--- src/design/tmc_pkg.sv ---
// ==========================================================================
// Shared constants and types for the transceiver mode control block
package tmc_pkg;

    // ======================================================================
    // Register byte offsets
    localparam logic [7:0] CTRL_OFFS      = 8'h00;
    localparam logic [7:0] PDGAIN_OFFS    = 8'h04;
    localparam logic [7:0] STATUS_OFFS    = 8'h08;

    // ======================================================================
    // Field positions
    localparam int         CTRL_RXCAL_BIT = 0;
    localparam int         CTRL_TXCAL_BIT = 1;
    localparam int         STAT_MODE_LSB  = 0;
    localparam int         STAT_EN_LSB    = 4;

    // ======================================================================
    // Values after reset
    localparam logic [1:0] CTRL_RESET     = 2'h0;
    localparam logic [1:0] PDGAIN_RESET   = 2'h0;

    // ======================================================================
    // AXI4-Lite responses
    localparam logic [1:0] RESP_OKAY      = 2'h0;
    localparam logic [1:0] RESP_SLVERR    = 2'h2;

    // ======================================================================
    // Operating modes
    typedef enum logic [2:0] {
        MODE_SHUTDOWN,
        MODE_STANDBY,
        MODE_RX,
        MODE_TX,
        MODE_RXCAL,
        MODE_TXCAL
    } tmc_mode_t;

    // Circuit block enables
    typedef struct packed {
        logic synthEn;      // PLL, VCO, LO generators, auto-tuner
        logic rxPathEn;
        logic lnaEn;
        logic txPathEn;
        logic upconvEn;
        logic paDrvEn;      // PA driver and external PA
        logic calToneEn;
        logic rfPhaseEn;
        logic txFilterEn;
        logic rfLoopbackEn; // Tx RF routed into Rx inputs
        logic amDetEn;
        logic rxIqBufEn;
        logic rxMuxDet;     // Rx multiplexers carry detector signal
    } tmc_blocks_t;

endpackage

--- src/design/tmc_mode_ctrl.sv ---
// Overview of operation
// - Shutdown: pins low, all off except registers
// - Standby: only synthesizer, PLL, VCO, LO on
// - Power on, path low: receive path on
// - Power on, path high: transmit path on
// - Tx calibration: transmit on except PA driver
// - Tx calibration: detector, I/Q buffers, muxes on
// - Tx calibration: detector output on Rx I/Q
// - Detector power tracks leakage one-to-one in dB
// - Rx calibration: Tx RF looped back, LNA off
// - Rx mode plus bit D0 selects Rx calibration
// - Tx mode plus bit D1 selects Tx calibration
//
// Local design decisions: the register addresses and the AXI4-Lite slave port.
`timescale 1ns/100ps
module tmc_mode_ctrl #(
    parameter int IQ_W = 10
) (
    input  wire logic              clk,
    input  wire logic              rst_b,
    input  wire logic              ce,
    // Mode pins
    input  wire logic              powerOnCtlN,
    input  wire logic              pathSelect,
    // Baseband sample paths
    input  wire logic [IQ_W-1:0]   rxDataI,
    input  wire logic [IQ_W-1:0]   rxDataQ,
    input  wire logic [IQ_W-1:0]   detI,
    input  wire logic [IQ_W-1:0]   detQ,
    output logic      [IQ_W-1:0]   rxOutI,
    output logic      [IQ_W-1:0]   rxOutQ,
    // Block enables
    output tmc_pkg::tmc_blocks_t   blockEn,
    output tmc_pkg::tmc_mode_t     mode,
    output logic      [1:0]        pdGain,
    // AXI4-Lite slave
    input  wire logic [7:0]        s_axi_awaddr,
    input  wire logic              s_axi_awvalid,
    output logic                   s_axi_awready,
    input  wire logic [31:0]       s_axi_wdata,
    input  wire logic [3:0]        s_axi_wstrb,
    input  wire logic              s_axi_wvalid,
    output logic                   s_axi_wready,
    output logic      [1:0]        s_axi_bresp,
    output logic                   s_axi_bvalid,
    input  wire logic              s_axi_bready,
    input  wire logic [7:0]        s_axi_araddr,
    input  wire logic              s_axi_arvalid,
    output logic                   s_axi_arready,
    output logic      [31:0]       s_axi_rdata,
    output logic      [1:0]        s_axi_rresp,
    output logic                   s_axi_rvalid,
    input  wire logic              s_axi_rready
);

    // ======================================================================
    // State
    typedef struct packed {
        logic                 awHave;
        logic [7:0]           awAddr;
        logic                 wHave;
        logic [31:0]          wData;
        logic [3:0]           wStrb;
        logic                 awReady;
        logic                 wReady;
        logic                 bValid;
        logic [1:0]           bResp;
        logic                 arReady;
        logic                 rValid;
        logic [31:0]          rData;
        logic [1:0]           rResp;
        logic [1:0]           calSel;
        logic [1:0]           pdGain;
        tmc_pkg::tmc_mode_t   mode;
        tmc_pkg::tmc_blocks_t blocks;
        logic [IQ_W-1:0]      outI;
        logic [IQ_W-1:0]      outQ;
    } tmc_state_t;

    tmc_state_t st_reg;
    tmc_state_t st_next;
    tmc_pkg::tmc_mode_t   modeDec;
    tmc_pkg::tmc_blocks_t blkDec;

    // ======================================================================
    // Mode decode from pins and calibration bits
    always_comb begin
        unique case ({powerOnCtlN, pathSelect})
            2'b00: begin
                // Powered down: calibration selects ignored
                modeDec = tmc_pkg::MODE_SHUTDOWN;
            end
            2'b01: begin
                modeDec = tmc_pkg::MODE_STANDBY;
            end
            2'b10: begin
                if (st_reg.calSel[tmc_pkg::CTRL_RXCAL_BIT]) begin
                    modeDec = tmc_pkg::MODE_RXCAL;
                end else begin
                    modeDec = tmc_pkg::MODE_RX;
                end
            end
            2'b11: begin
                if (st_reg.calSel[tmc_pkg::CTRL_TXCAL_BIT]) begin
                    modeDec = tmc_pkg::MODE_TXCAL;
                end else begin
                    modeDec = tmc_pkg::MODE_TX;
                end
            end
        endcase
    end

    // ======================================================================
    // Circuit block states per mode
    always_comb begin
        blkDec = '0;
        unique case (modeDec)
            tmc_pkg::MODE_SHUTDOWN: begin
                // Only the bus and registers stay alive
                blkDec = '0;
            end
            tmc_pkg::MODE_STANDBY: begin
                blkDec.synthEn = 1'b1;
            end
            tmc_pkg::MODE_RX: begin
                blkDec.synthEn  = 1'b1;
                blkDec.rxPathEn = 1'b1;
                blkDec.lnaEn    = 1'b1;
            end
            tmc_pkg::MODE_TX: begin
                blkDec.synthEn  = 1'b1;
                blkDec.txPathEn = 1'b1;
                blkDec.upconvEn = 1'b1;
                blkDec.paDrvEn  = 1'b1;
            end
            tmc_pkg::MODE_RXCAL: begin
                // Upconverters feed the Rx inputs; LNA stays off
                blkDec.synthEn      = 1'b1;
                blkDec.rxPathEn     = 1'b1;
                blkDec.upconvEn     = 1'b1;
                blkDec.rfLoopbackEn = 1'b1;
                blkDec.calToneEn    = 1'b1;
                blkDec.rfPhaseEn    = 1'b1;
                blkDec.txFilterEn   = 1'b1;
            end
            tmc_pkg::MODE_TXCAL: begin
                // PA driver and external PA stay off
                blkDec.synthEn   = 1'b1;
                blkDec.txPathEn  = 1'b1;
                blkDec.upconvEn  = 1'b1;
                blkDec.amDetEn   = 1'b1;
                blkDec.rxIqBufEn = 1'b1;
                blkDec.rxMuxDet  = 1'b1;
            end
        endcase
    end

    // ======================================================================
    // Next state: bus slave, registers, registered outputs
    always_comb begin
        logic       doWrite;
        logic       mapped;
        logic [7:0] rAddr;

        // Locals start clear; every field holds unless changed
        doWrite = 1'b0;
        mapped  = 1'b0;
        rAddr   = 8'h00;
        st_next = st_reg;

        // Mode and block states follow the decode every cycle
        st_next.mode   = modeDec;
        st_next.blocks = blkDec;

        // Rx outputs carry detector during Tx calibration, unscaled
        if (blkDec.rxMuxDet) begin
            st_next.outI = detI;
            st_next.outQ = detQ;
        end else begin
            st_next.outI = rxDataI;
            st_next.outQ = rxDataQ;
        end

        // Write address and data taken in either order
        if (s_axi_awvalid && st_reg.awReady) begin
            st_next.awHave = 1'b1;
            st_next.awAddr = s_axi_awaddr;
        end
        if (s_axi_wvalid && st_reg.wReady) begin
            st_next.wHave = 1'b1;
            st_next.wData = s_axi_wdata;
            st_next.wStrb = s_axi_wstrb;
        end

        // Response completes
        if (st_reg.bValid && s_axi_bready) begin
            st_next.bValid = 1'b0;
        end

        // Registers accept writes in every mode, shutdown included
        if (st_next.awHave && st_next.wHave && !st_next.bValid) begin
            doWrite        = 1'b1;
            st_next.awHave = 1'b0;
            st_next.wHave  = 1'b0;
            st_next.bValid = 1'b1;
            st_next.bResp  = tmc_pkg::RESP_OKAY;
            // Register map decode for the held address
            unique case (st_next.awAddr)
                tmc_pkg::CTRL_OFFS: begin
                    if (st_next.wStrb[0]) begin
                        st_next.calSel = st_next.wData[1:0];
                    end
                end
                tmc_pkg::PDGAIN_OFFS: begin
                    if (st_next.wStrb[0]) begin
                        st_next.pdGain = st_next.wData[1:0];
                    end
                end
                tmc_pkg::STATUS_OFFS: begin
                    // Read-only: answered OKAY, nothing stored
                    doWrite = 1'b1;
                end
                default: begin
                    st_next.bResp = tmc_pkg::RESP_SLVERR;
                end
            endcase
        end
        // Readies drop while a write is held or answered
        st_next.awReady = !st_next.awHave && !st_next.bValid && !doWrite;
        st_next.wReady  = !st_next.wHave && !st_next.bValid && !doWrite;

        // Read channel
        if (st_reg.rValid && s_axi_rready) begin
            st_next.rValid = 1'b0;
        end
        if (s_axi_arvalid && st_reg.arReady) begin
            rAddr          = s_axi_araddr;
            st_next.rValid = 1'b1;
            st_next.rData  = 32'h0000_0000;
            st_next.rResp  = tmc_pkg::RESP_OKAY;
            mapped         = 1'b1;
            // Upper bits read as zero
            unique case (rAddr)
                tmc_pkg::CTRL_OFFS: begin
                    st_next.rData[1:0] = st_reg.calSel;
                end
                tmc_pkg::PDGAIN_OFFS: begin
                    st_next.rData[1:0] = st_reg.pdGain;
                end
                tmc_pkg::STATUS_OFFS: begin
                    st_next.rData[tmc_pkg::STAT_MODE_LSB +: 3] = st_reg.mode;
                    st_next.rData[tmc_pkg::STAT_EN_LSB +: 13]  = st_reg.blocks;
                end
                default: begin
                    mapped = 1'b0;
                end
            endcase
            if (!mapped) begin
                st_next.rResp = tmc_pkg::RESP_SLVERR;
            end
        end
        st_next.arReady = !st_next.rValid;
    end

    // ======================================================================
    // State register
    always_ff @(posedge clk) begin
        if (!rst_b) begin
            st_reg         <= '0;
            st_reg.mode    <= tmc_pkg::MODE_SHUTDOWN;
            st_reg.calSel  <= tmc_pkg::CTRL_RESET;
            st_reg.pdGain  <= tmc_pkg::PDGAIN_RESET;
            // Channels come out of reset ready
            st_reg.awReady <= 1'b1;
            st_reg.wReady  <= 1'b1;
            st_reg.arReady <= 1'b1;
        end else if (ce) begin
            st_reg <= st_next;
        end
    end

    // ======================================================================
    // Outputs straight from state
    assign rxOutI        = st_reg.outI;
    assign rxOutQ        = st_reg.outQ;
    assign blockEn       = st_reg.blocks;
    assign mode          = st_reg.mode;
    assign pdGain        = st_reg.pdGain;

    // Write channel outputs
    assign s_axi_awready = st_reg.awReady;
    assign s_axi_wready  = st_reg.wReady;
    assign s_axi_bresp   = st_reg.bResp;
    assign s_axi_bvalid  = st_reg.bValid;

    // Read channel outputs
    assign s_axi_arready = st_reg.arReady;
    assign s_axi_rdata   = st_reg.rData;
    assign s_axi_rresp   = st_reg.rResp;
    assign s_axi_rvalid  = st_reg.rValid;

endmodule

--- config.mk ---
export PLATFORM = sky130hd
export DESIGN_NAME = tmc_mode_ctrl
export DESIGN_NICKNAME = d
export VERILOG_FILES = /design/src/design/tmc_pkg.sv /design/src/design/tmc_mode_ctrl.sv
export SDC_FILE = /design/constraint.sdc
export NUM_CORES = 1
export LEC_CHECK = 0
export BUFFER_PORTS_ARGS = -buffer_cell sky130_fd_sc_hd__buf_4
export CAP_MARGIN = 20
export CORE_MARGIN = 4
export CORE_UTILIZATION = 39
export DETAILED_ROUTE_END_ITERATION = 6
export GPL_ROUTABILITY_DRIVEN = 0
export GPL_TIMING_DRIVEN = 0
export MAX_ROUTING_LAYER = met4
export PLACE_DENSITY = 0.69
export SYNTH_ARGS = -nofsm -noshare
export SYNTH_HDL_FRONTEND = slang
export SYNTH_SLANG_ARGS = --single-unit
--- constraint.sdc ---
create_clock -name clk -period 2.5 [get_ports clk]
set_input_delay 0.5 -clock clk [delete_from_list [all_inputs] [get_ports clk]]
set_output_delay 0.5 -clock clk [all_outputs]
set_load 0.02 [all_outputs]
==> out/metrics.yaml <==
global_routing:
  grt_max_degree: 12
  grt_pass1_vias: 2779
  grt_remaining_overflow: 0
  grt_pass1_wl_um: 12950
  grtUsageTotal_pct: 16.13
  antenna_found_initial: 0
cts:
  cts_setup_buffers: 0
  holdBufCountCts: 0
  cts_resized: 0
  clock_latency_ps: 340
  clockBufferDepth: 2
  htreeDepth: 3
  cts.sinks: 66
  cts_buffers: 9
  cts_tree: "yes"
  clk_pin_slew_ps: 70
  cts_root_buffer: "clkbuf_8"
layout:
  drive_gt1_share_pct: 41.07
  fin_area_um2: 4802
  largest_reg_flops: 15
  area_delta_synth_final_pct: 38.21
  finalNetCount: 640
  n_antenna_cell: 0
logic_synthesis:
  synth.ff_latch_count: 66
  synth_top_flop_cell: "dfxtp_1"
  netlist_instances: 385
  synth_edf_count: 0
  ys_types: 36
  postSynth.asyncResetShare_pct: 0
  yosysSeqAreaShare_pct: 38.03
  ys_warn_count: 0
  synth.avg_cell_area_um2: 9.025
  syn_area_um2: 3475
floorplan:
  io_pins: 181
  coreArea_um2: 8678
  dieArea_um2: 10480
  fp.dieW_um: 102.4
  die_h_um: 102.4
  start_util_pct: 40.04
  rows: 34
placed_design:
  place_ws_ps: 177.7
  place_hpwl_um: 6509
  port_buffers: 125
  placed_cell_area_um2: 4612
power:
  power_switching_uw: 661.5
  swShare_pct: 27.12
  p_int_mw: 1.777
  total_leakage_power_nw: 2.547
  cellPowerDensity_nw_per_um2: 507.9
  comb_power_share_pct: 18.8
  power_frac_clock_pct: 34.8
  vdd_drop_max_mv: 0.3111
  seqPwrFrac_pct: 46.3
routing:
  wl_per_cell_um: 12.88
  drtIter0Drc: 72
  postRouteAntennaNets: 0
  wl_um: 8384
  drc: 0
  viasPerCell: 4.616
  dr.pass1.iters: 4
  vias: 3005
sta:
  fin_setup_tns_ps: 0
  period_needed_ps: 2064
  drv_slew: 0
  post-route-period-util_pct: 82.57
  setup_viol: 0
  hold_viol: 0
  timing.final.ws_setup_ps: 435.7
  grt_setup_unrepaired: "no"
  relSlewSlack_pct: 52.34
  finalClockSkew_ps: 8.990
  clock.fmax_ghz: 0.4844
  worst_pin_slew_ps: 708.4
critical_path:
  worstPathMaxFanout: 7
  crit_required_ps: 2780
  startpoint_type: "flip-flop"
  critPathKind: "flip-flop to flip-flop"
  worstPathArrival_ps: 2340
  end_kind: "flip-flop"
hold_path:
  hold_path_class: "input port to flip-flop"
job:
  maxCapViolations: 0
status:
  status: "finished clean"
-- synth_stat cells, types with 2 or more instances --
cell type | number | area, um2
nor4_1 | 3 | 18.77
buf_4 | 74 | 555.5
mux2_2 | 2 | 22.52
o21ai_0 | 10 | 50.05
inv_1 | 4 | 15.01
dfxtp_1 | 66 | 1321
a21oi_1 | 3 | 15.01
nand2_1 | 55 | 206.5
o21a_1 | 2 | 15.01
o211ai_1 | 2 | 15.01
a21boi_0 | 15 | 112.6
clkbuf_1 | 16 | 60.06
nand3_1 | 8 | 40.04
a22oi_1 | 12 | 90.09
o211a_1 | 20 | 200.2
nand2b_1 | 8 | 50.05
nor2b_1 | 21 | 131.4
or4_1 | 2 | 15.01
and3_1 | 2 | 12.51
and2_1 | 2 | 12.51
clkbuf_8 | 2 | 27.53
nor2_1 | 7 | 26.28
nand3b_1 | 2 | 15.01
buf_1 | 2 | 7.510
mux2i_1 | 34 | 340.3
-- cell type report --
type	count	area, um2
repair buffers	125	938.4
clock inverters	4	25.02
flip-flops and latches	66	1321
inverters	4	15.01
clock buffers	12	165.2
multi-input cells	237	1546
well taps	108	135.1
plain buffers	95	655.6
fillers	814	3876
-- worst paths after layout --
path	slack [ps]	startpoint	to	cells past startpoint
max	440	s_axi_awready$_SDFFE_PN1P_	pdGain[0]$_SDFFE_PN0P_	5
min	420	s_axi_awaddr[6]	st_reg[124]$_SDFFE_PN0P_	3
max reg2reg	440	s_axi_awready$_SDFFE_PN1P_	pdGain[0]$_SDFFE_PN0P_	5
min reg2reg	470	st_reg[123]$_SDFFE_PN0P_	st_reg[123]$_SDFFE_PN0P_	2
-- routing by layer --
metal	global-route usage, %	vias up	wire [um]
met2	25.89	101	4043
met4	5.146	0	99
met5	-	-	0
met1	20.26	1357	3642
li1	-	1537	-
met3	3.481	10	598
-- critical path, stage by stage, from the launching register on --
cell and delay (ps):
dfxtp_1 480, nand2_1 220, nor4_1 280, a31oi_1 130, nor4_1 640, mux2i_1 250
-- power by group through the flow --
stage / combinational (mW) / clock (mW) / sequential, mW
finish: 0.459 / 0.849 / 1.13
global route: 0.502 / 0.913 / 1.14
CTS: 0.464 / 0.870 / 1.13
detailed placement: 0.461 / 0 / 1.15
global placement: 0.455 / 0 / 1.15
floorplan: 0.276 / 0 / 1.15
-- kinds of logic after synthesis --
group	after synthesis	synth area share, %
AO/OA/AOI/OAI	69	15.41
AND/OR/NAND/NOR	114	16.71
buffers and inverters	99	19.30
flip-flops	66	38.03
other	1	0.1079
multiplexers	36	10.44
-- per-stage QoR --
stage,total power [mW],util (%),std cells,hold slack [ps]
2_1_floorplan,1.428,-,402,443.1
6_report,2.439,55.33,651,421.9
5_1_grt,2.550,55.33,651,420.5
4_1_cts,2.464,55.33,651,409.4
3_3_place_gp,1.607,53.14,635,453.9
3_5_place_dp,1.614,53.14,635,462.4
-- layout by cell type (no fill, tap or decap), types with 2 or more instances in the layout --
cell type	n
buf_4	199
dfxtp_1	66
nand2_1	55
mux2i_1	34
nor2b_1	21
o211a_1	20
conb_1	18
clkbuf_1	16
a21boi_0	15
clkbuf_8	14
a22oi_1	12
o21ai_0	10
nand2b_1	8
nand3_1	8
nor2_1	7
inv_1	4
nor4_1	3
a21oi_1	3
mux2_2	2
nand3b_1	2
o211ai_1	2
or4_1	2
and3_1	2
buf_1	2
and2_1	2
o21a_1	2
clkinv_2	2
clkinvlp_4	2
Power figures use the tool's default switching activity.
